$ cat src/fsf_pkg.sv
// Purpose: constants for the flash supervisory service sequencer
// Assumes: 8-bit data, page-0 parameter block, 128-byte blocks
// Notes: register offsets are byte addresses on the plain register port

package fsf_pkg;

   // ************************************************
   // parameter block in ram page 0
   // ************************************************
   localparam logic [7:0] ADDR_KEY_ONE = 8'hf8;
   localparam logic [7:0] ADDR_KEY_TWO = 8'hf9;
   localparam logic [7:0] ADDR_BLOCK_NUM = 8'hfa;
   localparam logic [7:0] ADDR_POINTER = 8'hfb;
   localparam logic [7:0] KEY_ONE_VALUE = 8'h3a;
   localparam logic [7:0] SP_KEY_OFFSET = 8'h03;

   // ************************************************
   // function codes
   // ************************************************
   localparam logic [7:0] FN_BULK_ERASE = 8'h05;
   localparam logic [7:0] FN_CHECKSUM = 8'h07;
   localparam logic [7:0] FN_PLAIN_TRIM = 8'h08;
   localparam logic [7:0] FN_CHECKED_TRIM = 8'h09;
   localparam logic [7:0] FN_PROG_VERIFY = 8'h0a;
   localparam logic [7:0] FN_BOOT_RESET = 8'h0f;

   // ************************************************
   // results
   // ************************************************
   localparam logic [7:0] RES_OK = 8'h00;
   localparam logic [7:0] RES_PROT_FAIL = 8'h01;
   localparam logic [7:0] RES_VERIFY_FAIL = 8'h04;

   // ************************************************
   // register port map
   // ************************************************
   localparam logic [7:0] REG_MOVE_READ_PAGE = 8'hd4;
   localparam logic [7:0] REG_MOVE_WRITE_PAGE = 8'hd5;
   localparam logic [7:0] REG_SYS_STATUS_ONE = 8'hd6;
   localparam logic [7:0] REG_SVC_STATUS = 8'hd7;
   localparam int IRF_BIT = 0;
   localparam logic [7:0] PAGE_RESET = 8'h00;

   // ************************************************
   // sizes and timing
   // ************************************************
   localparam int BLOCK_BYTES = 128;
   localparam int TRIM_BUF_BYTES = 38;
   localparam int TRIM_BYTES = 8;
   localparam int HIDDEN_BLOCKS = 3;
   localparam int CLK_MHZ = 100;
   localparam int VERIFY_EXTRA_US = 1000;
   localparam int VERIFY_EXTRA_CYC = VERIFY_EXTRA_US * CLK_MHZ;

endpackage

$ cat src/fsf_sequencer.sv
// Purpose: flash supervisory service sequencer, run on a supervisor call
// Assumes: single-cycle ram and flash ports, flash program ends by done pulse
// Notes: protection is 2 bits per block; mode 11 blocks internal writes
`timescale 1ns/1ps

module fsf_sequencer #(
   parameter int NUM_BLOCKS = 64,
   parameter int VERIFY_EXTRA_CYC = fsf_pkg::VERIFY_EXTRA_CYC
) (
   input wire logic clk, // core clock
   input wire logic arst_n, // async reset, low active
   input wire logic call_req, // supervisor call pulse
   input wire logic [7:0] call_func, // accumulator function code
   input wire logic [7:0] call_sp, // stack pointer at call
   input wire logic call_external, // call issued by external programmer
   output logic call_busy, // service running
   output logic call_done, // service finished pulse
   output logic core_halt, // core halted
   output logic [7:0] acc_out, // accumulator returned
   output logic ram_we, // ram write strobe
   output logic [10:0] ram_addr, // ram address, page and offset
   output logic [7:0] ram_wdata, // ram write data
   input wire logic [7:0] ram_rdata, // ram read data, same cycle
   output logic [13:0] flash_addr, // flash byte address
   input wire logic [7:0] flash_rdata, // flash read data, same cycle
   output logic latch_we, // page latch write
   output logic [6:0] latch_addr, // page latch index
   output logic [7:0] latch_wdata, // page latch data
   output logic flash_prog, // program block pulse
   output logic flash_erase_all, // erase user data and protection pulse
   input wire logic flash_op_done, // program or erase done pulse
   input wire logic [1:0] prot_mode, // protection of addressed block
   input wire logic [7:0] trim_rdata, // stored trim byte
   output logic [2:0] trim_addr, // trim byte index
   output logic trim_we, // load trim register
   output logic [7:0] trim_wdata, // trim register data
   input wire logic trim_sum_ok, // stored trim checksum compares good
   output logic internal_reset, // internal hardware reset pulse
   output logic soft_boot, // start soft boot, then run at 0000h
   input wire logic [7:0] reg_addr, // register address
   input wire logic [7:0] reg_wdata, // register write data
   input wire logic reg_we, // register write strobe
   input wire logic reg_re, // register read strobe
   output logic [7:0] reg_rdata // read data, cycle after strobe
);

   typedef enum logic [3:0] {
      S_IDLE, S_KEY_BYTE_ONE, S_KEY_BYTE_TWO, S_PARAM, S_PTR, S_ERASE, S_SUM, S_TRIM, S_CLEAR,
      S_LATCH, S_PROG, S_VERIFY, S_WAIT, S_RESULT, S_HALT
   } fsf_state_e;

   localparam int BW = $clog2(NUM_BLOCKS * fsf_pkg::BLOCK_BYTES);

   // ************************************************
   // state
   // ************************************************
   fsf_state_e st_r, st_nxt;
   logic [7:0] func_r, func_nxt, sp_r, sp_nxt, blk_r, blk_nxt, ptr_r, ptr_nxt;
   logic [BW-1:0] idx_r, idx_nxt, lim_r, lim_nxt;
   logic [15:0] sum_r, sum_nxt;
   logic [31:0] wait_r, wait_nxt;
   logic [7:0] acc_r, acc_nxt, k1_r, k1_nxt, k2_r, k2_nxt;
   logic bad_r, bad_nxt, irf_r, irf_nxt, halt_r, halt_nxt;
   logic [7:0] mvr_r, mvr_nxt, mvw_r, mvw_nxt, rd_r, rd_nxt;
   logic [1:0] res_ph_r, res_ph_nxt;

   function automatic logic [10:0] page0(input logic [7:0] a);
      return {3'b000, a};
   endfunction

   function automatic logic [10:0] paged(input logic [7:0] pg, input logic [7:0] a);
      return {pg[2:0], a};
   endfunction

   // ************************************************
   // next state
   // ************************************************
   always_comb begin
      st_nxt = st_r;
      func_nxt = func_r;
      sp_nxt = sp_r;
      blk_nxt = blk_r;
      ptr_nxt = ptr_r;
      idx_nxt = idx_r;
      lim_nxt = lim_r;
      sum_nxt = sum_r;
      wait_nxt = wait_r;
      acc_nxt = acc_r;
      k1_nxt = k1_r;
      k2_nxt = k2_r;
      bad_nxt = bad_r;
      irf_nxt = irf_r;
      halt_nxt = halt_r;
      res_ph_nxt = res_ph_r;
      ram_we = 1'b0;
      ram_addr = 11'h000;
      ram_wdata = 8'h00;
      flash_addr = '0;
      latch_we = 1'b0;
      latch_addr = 7'h00;
      latch_wdata = 8'h00;
      flash_prog = 1'b0;
      flash_erase_all = 1'b0;
      trim_addr = 3'h0;
      trim_we = 1'b0;
      trim_wdata = 8'h00;
      internal_reset = 1'b0;
      soft_boot = 1'b0;
      call_done = 1'b0;
      case (st_r)
         S_IDLE: begin
            if (call_req && !halt_r) begin
               func_nxt = call_func;
               sp_nxt = call_sp;
               st_nxt = S_KEY_BYTE_ONE;
            end
         end
         S_KEY_BYTE_ONE: begin
            ram_addr = page0(fsf_pkg::ADDR_KEY_ONE);
            st_nxt = (ram_rdata == fsf_pkg::KEY_ONE_VALUE) ? S_KEY_BYTE_TWO : S_HALT;
         end
         // second key must be sp plus 3
         S_KEY_BYTE_TWO: begin
            ram_addr = page0(fsf_pkg::ADDR_KEY_TWO);
            if (ram_rdata != 8'(sp_r + fsf_pkg::SP_KEY_OFFSET)) begin
               st_nxt = S_HALT;
            end else begin
               st_nxt = S_PARAM;
            end
         end
         S_PARAM: begin
            ram_addr = page0(fsf_pkg::ADDR_BLOCK_NUM);
            blk_nxt = ram_rdata;
            st_nxt = S_PTR;
         end
         // dispatch on function code; unknown halts
         S_PTR: begin
            ram_addr = page0(fsf_pkg::ADDR_POINTER);
            ptr_nxt = ram_rdata;
            // protection is looked up for the named block
            flash_addr = 14'({blk_r, 7'h00});
            idx_nxt = '0;
            sum_nxt = 16'h0000;
            acc_nxt = 8'h00;
            k1_nxt = fsf_pkg::RES_OK;
            k2_nxt = 8'h00;
            bad_nxt = 1'b0;
            case (func_r)
               // bulk erase; internal callers halt untouched
               fsf_pkg::FN_BULK_ERASE: st_nxt = call_external ? S_ERASE : S_HALT;
               fsf_pkg::FN_CHECKSUM: begin
                  // zero or oversize count means whole bank
                  if (blk_r == 8'h00 || 32'(blk_r) >= 32'(NUM_BLOCKS)) begin
                     lim_nxt = BW'(NUM_BLOCKS * fsf_pkg::BLOCK_BYTES - 1);
                  end else begin
                     lim_nxt = BW'(32'(blk_r) * fsf_pkg::BLOCK_BYTES - 1);
                  end
                  st_nxt = S_SUM;
               end
               fsf_pkg::FN_PLAIN_TRIM: st_nxt = S_TRIM;
               fsf_pkg::FN_CHECKED_TRIM: st_nxt = (mvr_r == mvw_r) ? S_TRIM : S_HALT;
               fsf_pkg::FN_PROG_VERIFY: begin
                  if (32'(blk_r) >= 32'(NUM_BLOCKS)) begin
                     st_nxt = S_HALT;
                  end else if (prot_mode == 2'b11) begin
                     k1_nxt = fsf_pkg::RES_PROT_FAIL;
                     st_nxt = S_RESULT;
                  end else begin
                     st_nxt = S_LATCH;
                  end
               end
               fsf_pkg::FN_BOOT_RESET: begin
                  internal_reset = 1'b1;
                  soft_boot = 1'b1;
                  st_nxt = S_IDLE;
               end
               default: st_nxt = S_HALT;
            endcase
         end
         // erase pulse covers user blocks and protection only
         S_ERASE: begin
            flash_erase_all = (wait_r == 32'd0);
            wait_nxt = 32'd1;
            if (flash_op_done) begin
               wait_nxt = 32'd0;
               st_nxt = S_RESULT;
            end
         end
         // sum bytes from block zero upward
         S_SUM: begin
            flash_addr = 14'(idx_r);
            sum_nxt = sum_r + {8'h00, flash_rdata};
            idx_nxt = idx_r + 1'b1;
            if (idx_r == lim_r) begin
               st_nxt = S_RESULT;
            end
         end
         // load every trim byte; checked form also tests trim_sum_ok
         S_TRIM: begin
            trim_addr = 3'(idx_r);
            trim_we = 1'b1;
            trim_wdata = trim_rdata;
            idx_nxt = idx_r + 1'b1;
            if (idx_r == BW'(fsf_pkg::TRIM_BYTES - 1)) begin
               idx_nxt = '0;
               if (func_r != fsf_pkg::FN_CHECKED_TRIM) begin
                  st_nxt = S_RESULT;
               end else begin
                  bad_nxt = !trim_sum_ok;
                  st_nxt = S_CLEAR;
               end
            end
         end
         // clear 38 work bytes, then reset if bad
         S_CLEAR: begin
            ram_we = 1'b1;
            ram_addr = paged(mvw_r, 8'(ptr_r + 8'(idx_r)));
            idx_nxt = idx_r + 1'b1;
            if (idx_r == BW'(fsf_pkg::TRIM_BUF_BYTES - 1)) begin
               if (bad_r) begin
                  internal_reset = 1'b1;
                  irf_nxt = 1'b1;
                  st_nxt = S_IDLE;
               end else begin
                  st_nxt = S_RESULT;
               end
            end
         end
         // step one: 128 bytes into page latch
         S_LATCH: begin
            ram_addr = paged(mvr_r, 8'(ptr_r + 8'(idx_r)));
            latch_we = 1'b1;
            latch_addr = 7'(idx_r);
            latch_wdata = ram_rdata;
            idx_nxt = idx_r + 1'b1;
            if (idx_r == BW'(fsf_pkg::BLOCK_BYTES - 1)) begin
               idx_nxt = '0;
               st_nxt = S_PROG;
            end
         end
         S_PROG: begin
            flash_prog = (wait_r == 32'd0);
            flash_addr = 14'({blk_r, 7'h00});
            wait_nxt = 32'd1;
            if (flash_op_done) begin
               wait_nxt = 32'd0;
               st_nxt = S_VERIFY;
            end
         end
         S_VERIFY: begin
            ram_addr = paged(mvr_r, 8'(ptr_r + 8'(idx_r)));
            flash_addr = 14'({blk_r, 7'(idx_r)});
            if (flash_rdata != ram_rdata) begin
               bad_nxt = 1'b1;
            end
            idx_nxt = idx_r + 1'b1;
            if (idx_r == BW'(fsf_pkg::BLOCK_BYTES - 1)) begin
               wait_nxt = 32'd0;
               st_nxt = S_WAIT;
            end
         end
         S_WAIT: begin
            wait_nxt = wait_r + 32'd1;
            if (wait_r >= 32'(VERIFY_EXTRA_CYC - 1)) begin
               wait_nxt = 32'd0;
               if (bad_r) begin
                  k1_nxt = fsf_pkg::RES_VERIFY_FAIL;
               end
               st_nxt = S_RESULT;
            end
         end
         // write key results back to page 0
         S_RESULT: begin
            ram_we = 1'b1;
            res_ph_nxt = res_ph_r + 2'd1;
            if (res_ph_r == 2'd0) begin
               ram_addr = page0(fsf_pkg::ADDR_KEY_ONE);
               ram_wdata = (func_r == fsf_pkg::FN_CHECKSUM) ? sum_r[7:0] : k1_r;
            end else begin
               ram_addr = page0(fsf_pkg::ADDR_KEY_TWO);
               ram_wdata = (func_r == fsf_pkg::FN_CHECKSUM) ? sum_r[15:8] : k2_r;
               res_ph_nxt = 2'd0;
               call_done = 1'b1;
               st_nxt = S_IDLE;
            end
         end
         S_HALT: begin
            halt_nxt = 1'b1;
         end
         default: st_nxt = S_IDLE;
      endcase
   end

   // ************************************************
   // register port
   // ************************************************
   always_comb begin
      mvr_nxt = mvr_r;
      mvw_nxt = mvw_r;
      rd_nxt = 8'h00;
      if (reg_we && reg_addr == fsf_pkg::REG_MOVE_READ_PAGE) begin
         mvr_nxt = reg_wdata;
      end
      if (reg_we && reg_addr == fsf_pkg::REG_MOVE_WRITE_PAGE) begin
         mvw_nxt = reg_wdata;
      end
      if (reg_re) begin
         case (reg_addr)
            fsf_pkg::REG_MOVE_READ_PAGE: rd_nxt = mvr_r;
            fsf_pkg::REG_MOVE_WRITE_PAGE: rd_nxt = mvw_r;
            fsf_pkg::REG_SYS_STATUS_ONE: rd_nxt = 8'(irf_r) << fsf_pkg::IRF_BIT;
            fsf_pkg::REG_SVC_STATUS: rd_nxt = {6'h00, halt_r, st_r != S_IDLE};
            default: rd_nxt = 8'h00;
         endcase
      end
   end

   always_ff @(posedge clk or negedge arst_n) begin
      if (!arst_n) begin
         st_r <= S_IDLE;
         func_r <= 8'h00;
         sp_r <= 8'h00;
         blk_r <= 8'h00;
         ptr_r <= 8'h00;
         idx_r <= '0;
         lim_r <= '0;
         sum_r <= 16'h0000;
         wait_r <= 32'd0;
         acc_r <= 8'h00;
         k1_r <= 8'h00;
         k2_r <= 8'h00;
         bad_r <= 1'b0;
         irf_r <= 1'b0;
         halt_r <= 1'b0;
         res_ph_r <= 2'd0;
         mvr_r <= fsf_pkg::PAGE_RESET;
         mvw_r <= fsf_pkg::PAGE_RESET;
         rd_r <= 8'h00;
      end else begin
         st_r <= st_nxt;
         func_r <= func_nxt;
         sp_r <= sp_nxt;
         blk_r <= blk_nxt;
         ptr_r <= ptr_nxt;
         idx_r <= idx_nxt;
         lim_r <= lim_nxt;
         sum_r <= sum_nxt;
         wait_r <= wait_nxt;
         acc_r <= acc_nxt;
         k1_r <= k1_nxt;
         k2_r <= k2_nxt;
         bad_r <= bad_nxt;
         irf_r <= irf_nxt;
         halt_r <= halt_nxt;
         res_ph_r <= res_ph_nxt;
         mvr_r <= mvr_nxt;
         mvw_r <= mvw_nxt;
         rd_r <= rd_nxt;
      end
   end

   assign call_busy = (st_r != S_IDLE) && (st_r != S_HALT);
   assign core_halt = halt_r;
   assign acc_out = acc_r;
   assign reg_rdata = rd_r;

endmodule

$ cat config.mk
export PLATFORM = sky130hd
export DESIGN_NAME = fsf_sequencer
export DESIGN_NICKNAME = d
export VERILOG_FILES = /design/src/fsf_pkg.sv /design/src/fsf_sequencer.sv
export SDC_FILE = /design/constraint.sdc
export NUM_CORES = 1
export LEC_CHECK = 0
export BUFFER_PORTS_ARGS = -buffer_cell sky130_fd_sc_hd__buf_2
export CAP_MARGIN = 20
export CORE_MARGIN = 2
export CORE_UTILIZATION = 57
export DETAILED_ROUTE_END_ITERATION = 12
export GPL_TIMING_DRIVEN = 0
export PLACE_DENSITY = 0.81
export SYNTH_ARGS = -nofsm -noshare
export SYNTH_HDL_FRONTEND = slang
export SYNTH_SLANG_ARGS = --single-unit
$ cat constraint.sdc
create_clock -name clk -period 3.1 [get_ports clk]
set_clock_uncertainty 0.05 [all_clocks]
set_input_delay 0.155 -clock clk [delete_from_list [all_inputs] [get_ports clk]]
set_output_delay 0.155 -clock clk [all_outputs]
set_load 0.03 [all_outputs]
==> impl_results.md <==
- Clock-pin slew on the worst setup and hold paths: ~0.060 ns
- Worst reg2reg path endpoint: st_r[1]
- Pwr dens: 391 nW/um^2
- Rel. slew slack: 0.368
- Cts bufs inserted: 17
- DR WL/cell: 18.2 um
- Period minus WS final: 3.05 ns
- Largest net degree at the start of global routing: 93
- Die Area: 15800 um^2
- Most frequent cells in the layout: 147 x buf_2, 134 x dfrtp_1, 109 x nor2_1, 81 x nand2_1, 48 x o21ai_0
- Die span in x: 126 um
- Pleak: 0.00510 uW
- Final nets: roughly 1200
- Dpl hpwl: between 15000 and 20000 um
- Max Fclk: 0.328 GHz
- Layout area overhead: 22.4%
- Fin worst setup slack: between 0.04 and 0.05 ns
- Grt ovf: 0
- # setup viols final: 0
- DR DRC count: 0
- Vias in the first global route: 7492
- Antenna viol nets, final: 0
- Synth warn: 0
- Vias per cell: 5.97
- Async SR Flop Fraction: 1.00
- EDFF count, synth: 0
- R2R cell count: 8
- Fin. max-slew vios: 0
- TritonCTS Sinks: 135
- Hold Vio Cnt, Final: 0
- Initial antenna violation count: 1
- Core Area: 14500 um^2
- Setup crit start: st_r[1]
- Share of cells above drive strength 1: 0.225
- WP data required: 2.89 ns
- Rows: 44
- Max-cap viol count: 0
- Routability cong.: 0.944
- CP endpoint: ram_addr[1]
- Startpoint Class: register
- Post CTS Setup Buffer Count: 0
- Hold Slack: ~0.024 ns
- Worst EP arrival: ~2.9 ns
- Pre-CTS setup slack: 0.122 ns
- Initial DRC Count: between 600 and 700
- R2R Setup Slk: ~0.23 ns
- Top FF cell, synth: dfrtp_1
- Status: complete, no violations
- Pwr Total: slightly above 4000 uW
- I/O Buffers: ~140
- Placed inst area: 9440 um^2
- Io pins: 151
- Ant. Diodes: 0
- Fin crit share: 0.985
- Clock Latency Late Sink: 0.42 ns
- First-pass GRT wire length: around 38000 um
- Total Routed Length: about 24000 um
- Clock tree buffer depth: 2
- Synthesis-stage register bit count: around 140
- Cells after Synth: around 930
- RSZ-0062 raised after global routing: yes
- Critical setup path kind: reg2out
- Initial core utilization: 0.583
- Commonest non-fill, non-tap cell in the layout: buf_2
- CTS tree: done
- Height of the die: 126 um
- Clk root buf: clkbuf_16
- H-tree depth: 4
- Post-synthesis cell area: approximately 8400 um^2
- Register area share after synthesis: 0.400
- Critical-path maximum fanout: 10
- Vias: 7922
- VDD IR max: 473 uV
- Pre-antenna DRT Iters: 6
- Worst Hold Class: in2reg
- Slew @ Worst Pin: approximately 0.94 ns
- Syn_area_per_cell: 9.05 um^2
- Final core occ: 0.714
- Worst reg2reg startpoint: idx_r[2]
- Tot GR Track Use: 0.305
- Design area: around 10000 um^2
- Synth unique cells: 75
- CP endpoint kind: primary output
==> worst min path at each step <==
stage | start | to | slack, ns | depth (start not counted)
after floorplan | arst_n | bad_r | -0.19 | 0
after global placement | call_sp[0] | sp_r[0] | 0.34 | 2
after detailed placement | arst_n | wait_r[17] | 0.06 | 1
after CTS | reg_addr[3] | reg_rdata[1] | 0.01 | 4
after global routing | ram_rdata[0] | ptr_r[0] | 0.03 | 3
final | ram_rdata[0] | ptr_r[0] | 0.02 | 3
==> cells in the mapped netlist, types with 3 or more instances <==
library cell	count	area share
nor2b_1	17	0.013
buf_6	3	0.0040
clkbuf_1	31	0.014
and2b_1	3	0.0027
xnor2_1	29	0.030
a2111oi_0	4	0.0041
nand4b_1	4	0.0041
a41oi_1	4	0.0041
dfrtp_1	135	0.40
buf_2	7	0.0041
o21ai_0	49	0.029
nor3_1	12	0.0071
nor2_1	110	0.049
a22oi_1	6	0.0053
mux2_2	41	0.055
or2_2	8	0.0059
mux2i_1	15	0.018
buf_1	5	0.0022
and3_1	17	0.013
o22ai_1	3	0.0022
nand3_1	26	0.015
nand2b_1	12	0.0089
nor4_1	12	0.0089
a22o_1	10	0.010
nor4b_1	3	0.0031
a21o_1	6	0.0053
nand3b_1	3	0.0027
and2_1	38	0.028
o21a_1	5	0.0044
nand2_1	81	0.036
o2111ai_1	3	0.0031
or4_1	5	0.0044
nand4_1	14	0.010
a21oi_1	44	0.026
buf_4	8	0.0071
and4_1	5	0.0052
a211oi_1	4	0.0036
a31oi_1	14	0.010
xor2_1	35	0.036
ha_1	23	0.034
inv_1	24	0.011
o31ai_1	9	0.0080
==> metal layers <==
layer,routed length (um),up-vias,global-route usage
li1,-,3681,-
met1,9910,3799,0.401
met2,11600,382,0.505
met3,1960,60,0.0688
met4,636,0,0.0976
met5,0,-,0
==> what timing repair did <==
action / in CTS / in global routing
resized for setup: 3 / 4
setup endpoints to repair: 8 / 34
hold endpoints to repair: 79 / 0
hold buffers: 30 / 0
==> final cells by class <==
type	count	area, um^2
inverter	26	103
clock buffer	20	447
tap	184	230
multi-input combinational	723	4740
fill	1131	4140
buffer	56	274
timing repair buffer	172	1040
sequential	135	3380
clock inverter	11	126
==> per-stage QoR <==
step	instances	setup TNS, ns
2_1_floorplan	940	0
3_3_place_gp	1265	-0.200
3_5_place_dp	1266	0
4_1_cts	1327	0
5_1_grt	1327	-0.273
6_report	1327	0
==> where the power goes <==
| part | leakage (uW) | internal, uW | switching (uW) |
|---|---|---|---|
| Combinational | 0.00301 | 119 | 141 |
| Sequential | 0.00182 | 1780 | 23.6 |
| Clock | 0.000268 | 1200 | 780 |
| Total | 0.00510 | 3100 | 944 |
==> worst max-delay path, cell delays in order (launching register included) <==
cell	delay [ns]
dfrtp_1	0.32
clkbuf_1	0.32
nor2_2	0.18
nand2_1	0.15
clkbuf_1	0.44
clkbuf_1	0.46
o21ai_0	0.30
buf_2	0.25
==> cell families (layout without fill, tap and decap cells) <==
kind of cell | after synthesis | after routing | share of synthesized area
fa+ha+maj | 25 | 25 | 0.0388
compound gates | 185 | 185 | 0.143
buf+inv | 82 | 285 | 0.0446
xor+xnor | 64 | 64 | 0.0664
flops | 135 | 135 | 0.400
other cells | 1 | 8 | 0.000444
simple gates | 385 | 385 | 0.235
mux | 56 | 56 | 0.0724
==> flip-flops by register name, indices dropped and copies added, names as in the netlist <==
register / count
bad_r: 1
res_ph_r: 2
func_r: 8
irf_r: 1
reg_rdata: 8
sum_r: 16
mvw_r: 8
mvr_r: 8
st_r: 4
k1_r: 2
ptr_r: 8
blk_r: 8
lim_r: 7
wait_r: 32
idx_r: 13
core_halt: 1
sp_r: 8
Power figures use the tool's default switching activity.
